[src/hdl/charge_mode_pkg.sv]
/*
 * charge_mode_pkg: constants and enumerations for the charging port mode controller.
 * Assumes a single 10 MHz reference clock.
 */
package charge_mode_pkg;
	localparam int unsigned CLK_HZ = 10_000_000;
	// input filter time in microseconds and derived cycles
	localparam int unsigned FILTER_US = 100;
	localparam int unsigned FILTER_CYC = (FILTER_US * (CLK_HZ / 1_000_000) > 0) ?
		FILTER_US * (CLK_HZ / 1_000_000) : 1;
	// discharge time in microseconds
	localparam int unsigned DISCHARGE_US = 400;
	localparam int unsigned DISCHARGE_CYC = DISCHARGE_US * (CLK_HZ / 1_000_000);
	// split_bias_b trial time in microseconds
	localparam int unsigned TRIAL_US = 400;
	localparam int unsigned TRIAL_CYC = TRIAL_US * (CLK_HZ / 1_000_000);
	localparam int unsigned CNT_W = 16;
	// mode-select codes, order mode_select_1, mode_select_2, mode_select_3
	localparam logic [2:0] SEL_OFF = 3'h0;
	localparam logic [2:0] SEL_AUTO_PW = 3'h1;
	localparam logic [2:0] SEL_STD1 = 3'h2;
	localparam logic [2:0] SEL_AUTO = 3'h3;
	localparam logic [2:0] SEL_FIX_SHORT = 3'h4;
	localparam logic [2:0] SEL_FIX_SPLIT = 3'h5;
	localparam logic [2:0] SEL_STD1B = 3'h6;
	localparam logic [2:0] SEL_CDP = 3'h7;
	localparam logic [2:0] SEL_RESET = 3'h0;

	typedef enum logic [1:0] {
		SCH_NONE,
		SCH_SHORTED,
		SCH_SPLIT_A,
		SCH_SPLIT_B
	} scheme_t;

	typedef enum logic [2:0] {
		ST_INIT,
		ST_PASS,
		ST_FIXED,
		ST_AUTO_A,
		ST_AUTO_B,
		ST_AUTO_SHORT,
		ST_DISCHARGE
	} state_t;
endpackage : charge_mode_pkg

[src/hdl/charging_port_mode_control.sv]
/*
 * charging_port_mode_control: mode decode, automatic scheme selection, discharge sequencing,
 * data-switch gating and open-drain flags of a USB charging port.
 * Assumes analog detectors deliver logic levels and the bias network follows o_scheme.
 */
`timescale 1ns/1ps
module charging_port_mode_control
	import charge_mode_pkg::*;
#(
	parameter int unsigned DISCHARGE_CYCLES = DISCHARGE_CYC,
	parameter int unsigned TRIAL_CYCLES = TRIAL_CYC
)(
	input wire logic i_ref_clk,
	input wire logic i_rst,
	input wire logic i_enable,
	input wire logic i_mode_select_1,
	input wire logic i_mode_select_2,
	input wire logic i_mode_select_3,
	input wire logic i_limit_select,
	input wire logic i_load_present,
	input wire logic i_over_temp,
	input wire logic i_current_limit,
	input wire logic i_high_current,
	input wire logic i_compliant_attach,
	input wire logic i_data_line_released,
	output logic o_power_on,
	output logic o_discharge,
	output logic o_data_switch_on,
	output logic [1:0] o_scheme,
	output logic o_limit_high,
	output logic o_load_detect_en,
	output logic o_status_n_o,
	output logic o_status_n_oe,
	output logic o_fault_n_o,
	output logic o_fault_n_oe
);

	// refuse timer lengths the counter cannot hold
	if (DISCHARGE_CYCLES < 1 || DISCHARGE_CYCLES >= (1 << CNT_W) ||
		TRIAL_CYCLES < 1 || TRIAL_CYCLES >= (1 << CNT_W))
	begin : g_bad_timer
		$error("timer parameters out of range");
	end

	localparam logic [CNT_W-1:0] DIS_LAST = CNT_W'(DISCHARGE_CYCLES - 1);
	localparam logic [CNT_W-1:0] TRIAL_LAST = CNT_W'(TRIAL_CYCLES - 1);
	localparam logic [CNT_W-1:0] FILT_LAST = CNT_W'(FILTER_CYC - 1);

	typedef struct packed {
		logic [4:0] sync1;
		logic [4:0] sync2;
		logic [4:0] cand;
		logic [CNT_W-1:0] filt_cnt;
		logic [2:0] sel;
		logic lim;
		logic en;
		state_t state;
		state_t after_dis;
		scheme_t scheme;
		logic [CNT_W-1:0] cnt;
		logic locked;
		logic power_on;
		logic discharge;
		logic sw_on;
		logic limit_high;
		logic ld_en;
		logic status_oe;
		logic fault_oe;
	} ctl_t;

	ctl_t q_r;
	ctl_t q_nxt;
	logic std_mode;
	logic [4:0] raw;

	assign raw = {i_enable, i_limit_select, i_mode_select_1, i_mode_select_2, i_mode_select_3};

	// ****************************************************************
	// mode decode
	// ****************************************************************
	always_comb
	begin
		std_mode = (q_r.sel == SEL_CDP) || (q_r.sel == SEL_STD1) || (q_r.sel == SEL_STD1B);
	end

	// ****************************************************************
	// next state
	// ****************************************************************
	always_comb
	begin
		q_nxt = q_r;
		q_nxt.sync1 = raw;
		q_nxt.sync2 = q_r.sync1;
		if (q_r.sync2 != q_r.cand)
		begin
			q_nxt.cand = q_r.sync2;
			q_nxt.filt_cnt = '0;
		end
		else if (q_r.filt_cnt == FILT_LAST)
		begin
			q_nxt.en = q_r.cand[4];
			q_nxt.lim = q_r.cand[3];
			q_nxt.sel = q_r.cand[2:0];
		end
		else
		begin
			q_nxt.filt_cnt = q_r.filt_cnt + 1'b1;
		end

		unique case (q_r.state)
			ST_INIT:
			begin
				q_nxt.state = ST_DISCHARGE;
				q_nxt.cnt = '0;
			end
			ST_DISCHARGE:
			begin
				if (q_r.cnt >= DIS_LAST && q_r.en && q_r.sel != SEL_OFF)
				begin
					// target follows the registered mode q_r.sel, not the one being accepted this cycle
					q_nxt.state = (q_r.sel == SEL_AUTO || q_r.sel == SEL_AUTO_PW) ?
						((q_r.after_dis == ST_AUTO_SHORT) ? ST_AUTO_SHORT : ST_AUTO_A) :
						(std_mode ? ST_PASS : ST_FIXED);
					q_nxt.cnt = '0;
				end
				else if (q_r.cnt < DIS_LAST)
				begin
					q_nxt.cnt = q_r.cnt + 1'b1;
				end
			end
			default:
			begin
			end
		endcase

		if (q_r.state != ST_INIT && q_r.state != ST_DISCHARGE)
		begin
			unique case (q_r.state)
				ST_AUTO_A:
				begin
					if (i_compliant_attach && !q_r.locked)
					begin
						q_nxt.state = ST_DISCHARGE;
						q_nxt.after_dis = ST_AUTO_SHORT;
						q_nxt.cnt = '0;
					end
					else if (i_high_current && !q_r.locked)
					begin
						q_nxt.state = ST_AUTO_B;
						q_nxt.cnt = '0;
					end
				end
				ST_AUTO_B:
				begin
					if (!i_high_current)
					begin
						q_nxt.state = ST_AUTO_A;
						q_nxt.locked = 1'b1;
					end
					else if (q_r.cnt < TRIAL_LAST)
					begin
						q_nxt.cnt = q_r.cnt + 1'b1;
					end
				end
				ST_AUTO_SHORT:
				begin
					if (i_data_line_released)
					begin
						q_nxt.state = ST_AUTO_A;
						q_nxt.locked = 1'b0;
					end
				end
				default:
				begin
				end
			endcase
		end

		// disable, SEL_OFF or a change into auto from pass or fixed restarts through discharge; other mode changes switch directly
		if (q_r.state != ST_INIT)
		begin
			if (!q_r.en || q_r.sel == SEL_OFF)
			begin
				q_nxt.state = ST_DISCHARGE;
				q_nxt.cnt = '0;
			end
			if (q_r.state != ST_DISCHARGE && q_nxt.state != ST_DISCHARGE)
			begin
				if (std_mode && q_r.state != ST_PASS)
				begin
					q_nxt.state = ST_PASS;
				end
				else if ((q_r.sel == SEL_FIX_SHORT || q_r.sel == SEL_FIX_SPLIT) &&
					q_r.state != ST_FIXED)
				begin
					q_nxt.state = ST_FIXED;
				end
				else if ((q_r.sel == SEL_AUTO || q_r.sel == SEL_AUTO_PW) &&
					(q_r.state == ST_PASS || q_r.state == ST_FIXED))
				begin
					q_nxt.state = ST_DISCHARGE;
					q_nxt.after_dis = ST_AUTO_A;
					q_nxt.locked = 1'b0;
					q_nxt.cnt = '0;
				end
			end
			if (q_nxt.state == ST_DISCHARGE && q_r.state != ST_DISCHARGE &&
				q_r.state != ST_AUTO_A)
			begin
				q_nxt.after_dis = (q_r.sel == SEL_AUTO || q_r.sel == SEL_AUTO_PW) ?
					ST_AUTO_A : (std_mode ? ST_PASS : ST_FIXED);
			end
			if (q_r.state == ST_DISCHARGE)
			begin
				q_nxt.after_dis = (q_r.sel == SEL_AUTO || q_r.sel == SEL_AUTO_PW) ?
					((q_r.after_dis == ST_AUTO_SHORT) ? ST_AUTO_SHORT : ST_AUTO_A) :
					(std_mode ? ST_PASS : ST_FIXED);
			end
		end

		// outputs from next state
		unique case (q_nxt.state)
			ST_PASS: q_nxt.scheme = SCH_NONE;
			ST_FIXED: q_nxt.scheme = (q_r.sel == SEL_FIX_SHORT) ? SCH_SHORTED : SCH_SPLIT_A;
			ST_AUTO_A: q_nxt.scheme = SCH_SPLIT_A;
			ST_AUTO_B: q_nxt.scheme = SCH_SPLIT_B;
			ST_AUTO_SHORT: q_nxt.scheme = SCH_SHORTED;
			default: q_nxt.scheme = SCH_NONE;
		endcase
		q_nxt.discharge = (q_nxt.state == ST_DISCHARGE) || (q_nxt.state == ST_INIT);
		q_nxt.power_on = !q_nxt.discharge && q_r.en;
		// current limit is not a term here
		q_nxt.sw_on = (q_nxt.state == ST_PASS) && q_r.en && std_mode;
		q_nxt.limit_high = q_r.lim || (q_r.sel == SEL_AUTO) || (q_r.sel == SEL_AUTO_PW);
		q_nxt.ld_en = q_r.lim && ((q_r.sel == SEL_CDP) || (q_r.sel == SEL_AUTO) ||
			(q_r.sel == SEL_AUTO_PW));
		q_nxt.status_oe = !(q_nxt.ld_en && i_load_present && !q_nxt.discharge);
		q_nxt.fault_oe = !(i_over_temp || i_current_limit);
	end

	// ****************************************************************
	// state register
	// ****************************************************************
	always_ff @(posedge i_ref_clk or posedge i_rst)
	begin
		if (i_rst)
		begin
			q_r <= '{sync1: 5'h00, sync2: 5'h00, cand: 5'h00, filt_cnt: '0, sel: SEL_RESET,
				lim: 1'b0, en: 1'b0, state: ST_INIT, after_dis: ST_PASS, scheme: SCH_NONE,
				cnt: '0, locked: 1'b0, power_on: 1'b0, discharge: 1'b1, sw_on: 1'b0,
				limit_high: 1'b0, ld_en: 1'b0, status_oe: 1'b1, fault_oe: 1'b1};
		end
		else
		begin
			q_r <= q_nxt;
		end
	end

	assign o_power_on = q_r.power_on;
	assign o_discharge = q_r.discharge;
	assign o_data_switch_on = q_r.sw_on;
	assign o_scheme = q_r.scheme;
	assign o_limit_high = q_r.limit_high;
	assign o_load_detect_en = q_r.ld_en;
	assign o_status_n_o = 1'b0;
	assign o_status_n_oe = q_r.status_oe;
	assign o_fault_n_o = 1'b0;
	assign o_fault_n_oe = q_r.fault_oe;

	// ****************************************************************
	// checks
	// ****************************************************************
	disable_off_a: assert property (@(posedge i_ref_clk) disable iff (i_rst)
		!q_r.en |=> !o_data_switch_on && !o_power_on)
		else $error("enable low left switches on");
	fault_flag_a: assert property (@(posedge i_ref_clk) disable iff (i_rst)
		(i_over_temp || i_current_limit) |=> !o_fault_n_oe)
		else $error("fault flag not asserted");
	status_flag_a: assert property (@(posedge i_ref_clk) disable iff (i_rst)
		!o_status_n_oe |-> o_load_detect_en && !o_discharge)
		else $error("status flag without load detection");
	switch_discharge_a: assert property (@(posedge i_ref_clk) disable iff (i_rst)
		o_discharge |-> !o_data_switch_on && !o_power_on)
		else $error("switch on during discharge");
	switch_dedicated_a: assert property (@(posedge i_ref_clk) disable iff (i_rst)
		o_scheme != SCH_NONE |-> !o_data_switch_on)
		else $error("switch on in dedicated mode");
	attach_discharge_a: assert property (@(posedge i_ref_clk) disable iff (i_rst)
		(q_r.state == ST_AUTO_A && i_compliant_attach && !q_r.locked && q_r.en &&
		q_r.sel == SEL_AUTO && q_nxt.state == ST_DISCHARGE) |=> o_discharge ##1 o_discharge)
		else $error("attach did not discharge");
	short_release_a: assert property (@(posedge i_ref_clk) disable iff (i_rst)
		(q_r.state == ST_AUTO_SHORT && i_data_line_released && q_nxt.state == ST_AUTO_A)
		|=> o_scheme == SCH_SPLIT_A)
		else $error("release did not return to split_a");
	high_current_a: assert property (@(posedge i_ref_clk) disable iff (i_rst)
		(q_r.state == ST_AUTO_A && q_nxt.state == ST_AUTO_B) |=> o_scheme == SCH_SPLIT_B)
		else $error("high current did not try split_b");
	fixed_hold_a: assert property (@(posedge i_ref_clk) disable iff (i_rst)
		(q_r.state == ST_FIXED && $stable(q_r.sel)) |=> $stable(o_scheme) || o_scheme == SCH_NONE)
		else $error("fixed scheme changed");
	short_hold_a: assert property (@(posedge i_ref_clk) disable iff (i_rst)
		(q_r.state == ST_AUTO_SHORT && !i_data_line_released && q_r.en && q_r.sel == SEL_AUTO)
		|=> o_scheme == SCH_SHORTED)
		else $error("shorted scheme left early");
	limit_switch_a: assert property (@(posedge i_ref_clk) disable iff (i_rst)
		(o_data_switch_on && i_current_limit && q_r.state == ST_PASS && q_r.en && std_mode)
		|=> o_data_switch_on)
		else $error("current limit opened switches");
	switch_pass_a: assert property (@(posedge i_ref_clk) disable iff (i_rst)
		(o_scheme == SCH_NONE && o_power_on)
		|-> o_data_switch_on)
		else $error("switch open in pass-through");
	repower_a: assert property (@(posedge i_ref_clk) disable iff (i_rst)
		(q_r.state == ST_DISCHARGE && q_nxt.state != ST_DISCHARGE)
		|=> o_power_on && !o_discharge)
		else $error("power not restored after discharge");
	filter_hold_a: assert property (@(posedge i_ref_clk) disable iff (i_rst)
		!(q_r.sync2 == q_r.cand && q_r.filt_cnt == FILT_LAST)
		|=> $stable(q_r.sel) && $stable(q_r.en) && $stable(q_r.lim))
		else $error("control change passed the filter early");
endmodule : charging_port_mode_control

[config.mk]
export PLATFORM = sky130hd
export DESIGN_NAME = charging_port_mode_control
export DESIGN_NICKNAME = d
export VERILOG_FILES = /design/src/hdl/charge_mode_pkg.sv /design/src/hdl/charging_port_mode_control.sv
export SDC_FILE = /design/constraint.sdc
export NUM_CORES = 1
export LEC_CHECK = 0
export ABC_AREA = 1
export BUFFER_PORTS_ARGS = -buffer_cell sky130_fd_sc_hd__buf_2
export CAP_MARGIN = 10
export CORE_ASPECT_RATIO = 1.25
export CORE_MARGIN = 5
export CORE_UTILIZATION = 40
export DETAILED_ROUTE_END_ITERATION = 7
export HOLD_SLACK_MARGIN = 0.03
export PLACE_DENSITY = 0.64
export RECOVER_POWER = 25
export SLEW_MARGIN = 10
export SYNTH_ARGS = -nofsm -noshare
export SYNTH_HDL_FRONTEND = slang
export SYNTH_SLANG_ARGS = --single-unit
export TNS_END_PERCENT = 5
[constraint.sdc]
create_clock -name i_ref_clk -period 2.9 [get_ports i_ref_clk]
set_input_delay 0.29 -clock i_ref_clk [delete_from_list [all_inputs] [get_ports i_ref_clk]]
set_output_delay 0.29 -clock i_ref_clk [all_outputs]
set_load 0.1 [all_outputs]
==> flow_metrics.py <==
metrics = {
    "pwr": {
        "power.leakage_uw": 0.00183,
        "power_density_nw_per_um2": 430,
        "ir_drop_mv": 0.335,
    },
    "placed_design": {
        "gp_congestion": 0.897,
        "dpl_cell_area_um2": 3790,
        "hpwl_um": 5610,
        "placed_cells": 575,
        "port_buffers": 21,
    },
    "yosys": {
        "synthesis.area_per_instance_um2": 8.04,
        "synth.distinct_cells": 37,
        "synth_edf_count": 0,
        "ys_ff_latch": 68,
        "synth_seq_area_share_pct": 48.0,
        "ys_warn_count": 0,
        "ys.flop_type": "dfrtp_1",
        "netlist_instances": 442,
        "netlist_area_um2": 3550,
        "ys_async_sr_fraction_pct": 100,
    },
    "clock_network": {
        "post_cts_buffers": 0,
        "cts-root-buf": "clkbuf_8",
        "numCtsBuffers": 9,
        "ctsResizeCount": 0,
        "cts.path.max_buffers": 2,
        "cts_sinks": 68,
        "cts-htree-levels": 3,
        "cts_tree": "done",
        "clk_pin_slew_ns": 0.07,
        "clk_latency_ns": 0.34,
    },
    "die": {
        "num_io_pins": 24,
        "rows": 38,
        "die_w_um": 94.3,
        "dieArea_um2": 10900,
        "die_h_um": 115,
        "core_area_um2": 8700,
        "start_util_pct": 40.8,
    },
    "global_routing": {
        "antenna_found_initial": 0,
        "grt_max_degree": 69,
        "grt_overflow_total": 0,
        "grt_pass1_vias": 2864,
        "gr-usage-all-layers_pct": 15.2,
        "grt_first_pass_wirelength_um": 13000,
    },
    "detailed_routing": {
        "first_iter_violations": 151,
        "route.detailed.drc": 0,
        "dr_wl_met3_um": 213,
        "dr.pass1.iters": 5,
        "wl_met1_um": 3190,
        "vias_per_cell": 4.95,
        "wl_met2_um": 4010,
        "wl_um": 7570,
        "wire_per_inst_um": 12.7,
        "top_layer": "met4",
        "ant_nets": 0,
        "vias": 2951,
    },
    "layout": {
        "final_common_cell": "nand2_1",
        "finalNonFillerCells": 596,
        "fin_area_um2": 3990,
        "diodes": 0,
        "layout.nets": 486,
        "fill_cells": 867,
        "final_cell_mix": "nand2_1, dfrtp_1, inv_1, nor2_1, nand3_1",
        "drive_gt1_share_pct": 16.4,
        "area_delta_synth_final_pct": 12.4,
    },
    "sta": {
        "timing_hold_violations_final": 0,
        "max_freq_ghz": 0.412,
        "tightest_slew_ns": 1.64,
        "fin_skew_ns": 0.00917,
        "fin_crit_sh_pct": 83.8,
        "grt_setup_unrepaired": "false",
        "setup_viol": 0,
        "slew_violations": 69,
        "slew_headroom_pct": -9.56,
        "finalSetupTns_ns": 0,
        "finalCriticalPeriod_ns": 2.43,
    },
    "critical_path": {
        "critPathMaxFanout": 16,
        "crit_slowest_cell": "o22ai_4",
        "path_common_cell": "nand2_1",
        "crit_type": "reg2reg",
        "crit_family": "simple AND/OR/NAND/NOR gates",
        "crit_chain": "ha_1 > nand3_1 > nor2_2 > nand3_1 > nand2_2 > nand2_1 > nand2_2 > nand2_1 > nand3_2 > nand2_1 > o22ai_4 > nor3b_1",
        "crit_required_ns": 3.09,
        "critical_path.max_stage_delay_ns": 0.42,
        "cp-start-kind": "register",
        "crit_buf_inv": 0,
        "cp-end-kind": "register",
        "crit_arrival_ns": 2.62,
    },
    "min_path": {
        "hold_path.class": "in2reg",
    },
    "status": {
        "failed_checks": "max-capacitance violations, max-slew violations",
        "outcome": "complete, but fails checks",
    },
    "job": {
        "drv_cap": 1,
    },
}
## metrics by stage
| step | util, % | worst slack [ns] | total power [uW] | hold slack, ns |
|---|---|---|---|---|
| floorplan | - | 0.876 | 1030 | 0.317 |
| global placement | 43.5 | 0.593 | 1050 | 0.332 |
| detailed placement | 43.5 | 0.476 | 1050 | 0.336 |
| CTS | 45.7 | 0.454 | 1750 | 0.0312 |
| global route | 45.9 | 0.233 | 1800 | 0.0337 |
| finish | 45.9 | 0.470 | 1720 | 0.0515 |
## repair_timing
item / CTS / global route
hold buffers: 2 / 3
endpoints found under the setup margin: 0 / 0
endpoints found under the hold margin: 26 / 2
## flip-flops by register name, indices dropped and copies added, names as in the netlist
signal,count
q_r,54
q_nxt,5
o_scheme,2
o_data_switch_on,1
o_discharge,1
o_fault_n_oe,1
o_limit_high,1
o_load_detect_en,1
o_power_on,1
o_status_n_oe,1
## layout make-up
type                            instances  area, um2  share of cell area (%)
Inverter                               75        282                    7.05
Sequential cell                        68       1710                    42.7
Clock inverter                          4       25.0                   0.627
Tap cell                              120        150                    3.76
Multi-Input combinational cell        287       1500                    37.6
Timing Repair Buffer                   30        183                    4.58
Clock buffer                           12        145                    3.64
## power breakdown
part	internal, uW	leakage, uW	switching (uW)	total, uW
clock	331	0.0000824	358	690
combinational	17.1	0.000862	44.6	61.6
sequential	960	0.000880	5.92	966
## metal layers
layer | track usage, % | vias up
met5 | 0 | -
met4 | 6.17 | 0
li1 | - | 1504
met3 | 3.66 | 14
met1 | 17.9 | 1393
met2 | 26.4 | 40
## kinds of logic after synthesis
| family | count (synthesis) | synth area share [%] |
|---|---|---|
| xor gates and xnor gates | 11 | 2.71 |
| DFF | 68 | 48.0 |
| and+or+nand+nor | 198 | 25.9 |
| buffers and inverters | 88 | 9.82 |
| other | 1 | 0.106 |
| AOI/OAI and AO/OA | 74 | 12.7 |
| adders and majority gates | 2 | 0.704 |
## worst paths after layout
check | slack [ns] | from | end | depth (start not counted)
worst max-delay path | 0.47 | q_r[8] | q_r[21] | 12
worst min-delay path | 0.05 | i_enable | q_nxt[62] | 1
worst max register to register | 0.47 | q_r[8] | q_r[21] | 12
worst min register to register | 0.34 | q_nxt[59] | q_r[59] | 0
max in group asynchronous | 0.86 | i_rst | q_r[37] | 4
min in group asynchronous | 1.06 | i_rst | q_r[15] | 4
## cell usage after synthesis, types with 4 or more instances
cell / count / area [um2]
xor2_1: 7 / 61.3
nand3_1: 36 / 180
dfstp_2: 4 / 105
buf_4: 5 / 37.5
o21ai_0: 27 / 135
nor3_1: 18 / 90.1
inv_2: 14 / 52.6
nor2_1: 42 / 158
nand2_1: 71 / 267
a32oi_1: 4 / 35.0
nand4_1: 7 / 43.8
nor2_2: 7 / 43.8
a211oi_1: 5 / 37.5
xnor2_1: 4 / 35.0
clkbuf_1: 8 / 30.0
nand2_2: 5 / 31.3
a21oi_1: 23 / 115
nor4_1: 4 / 25.0
inv_1: 60 / 225
dfrtp_1: 64 / 1600
Note: power is estimated with default switching activity, not from simulation.
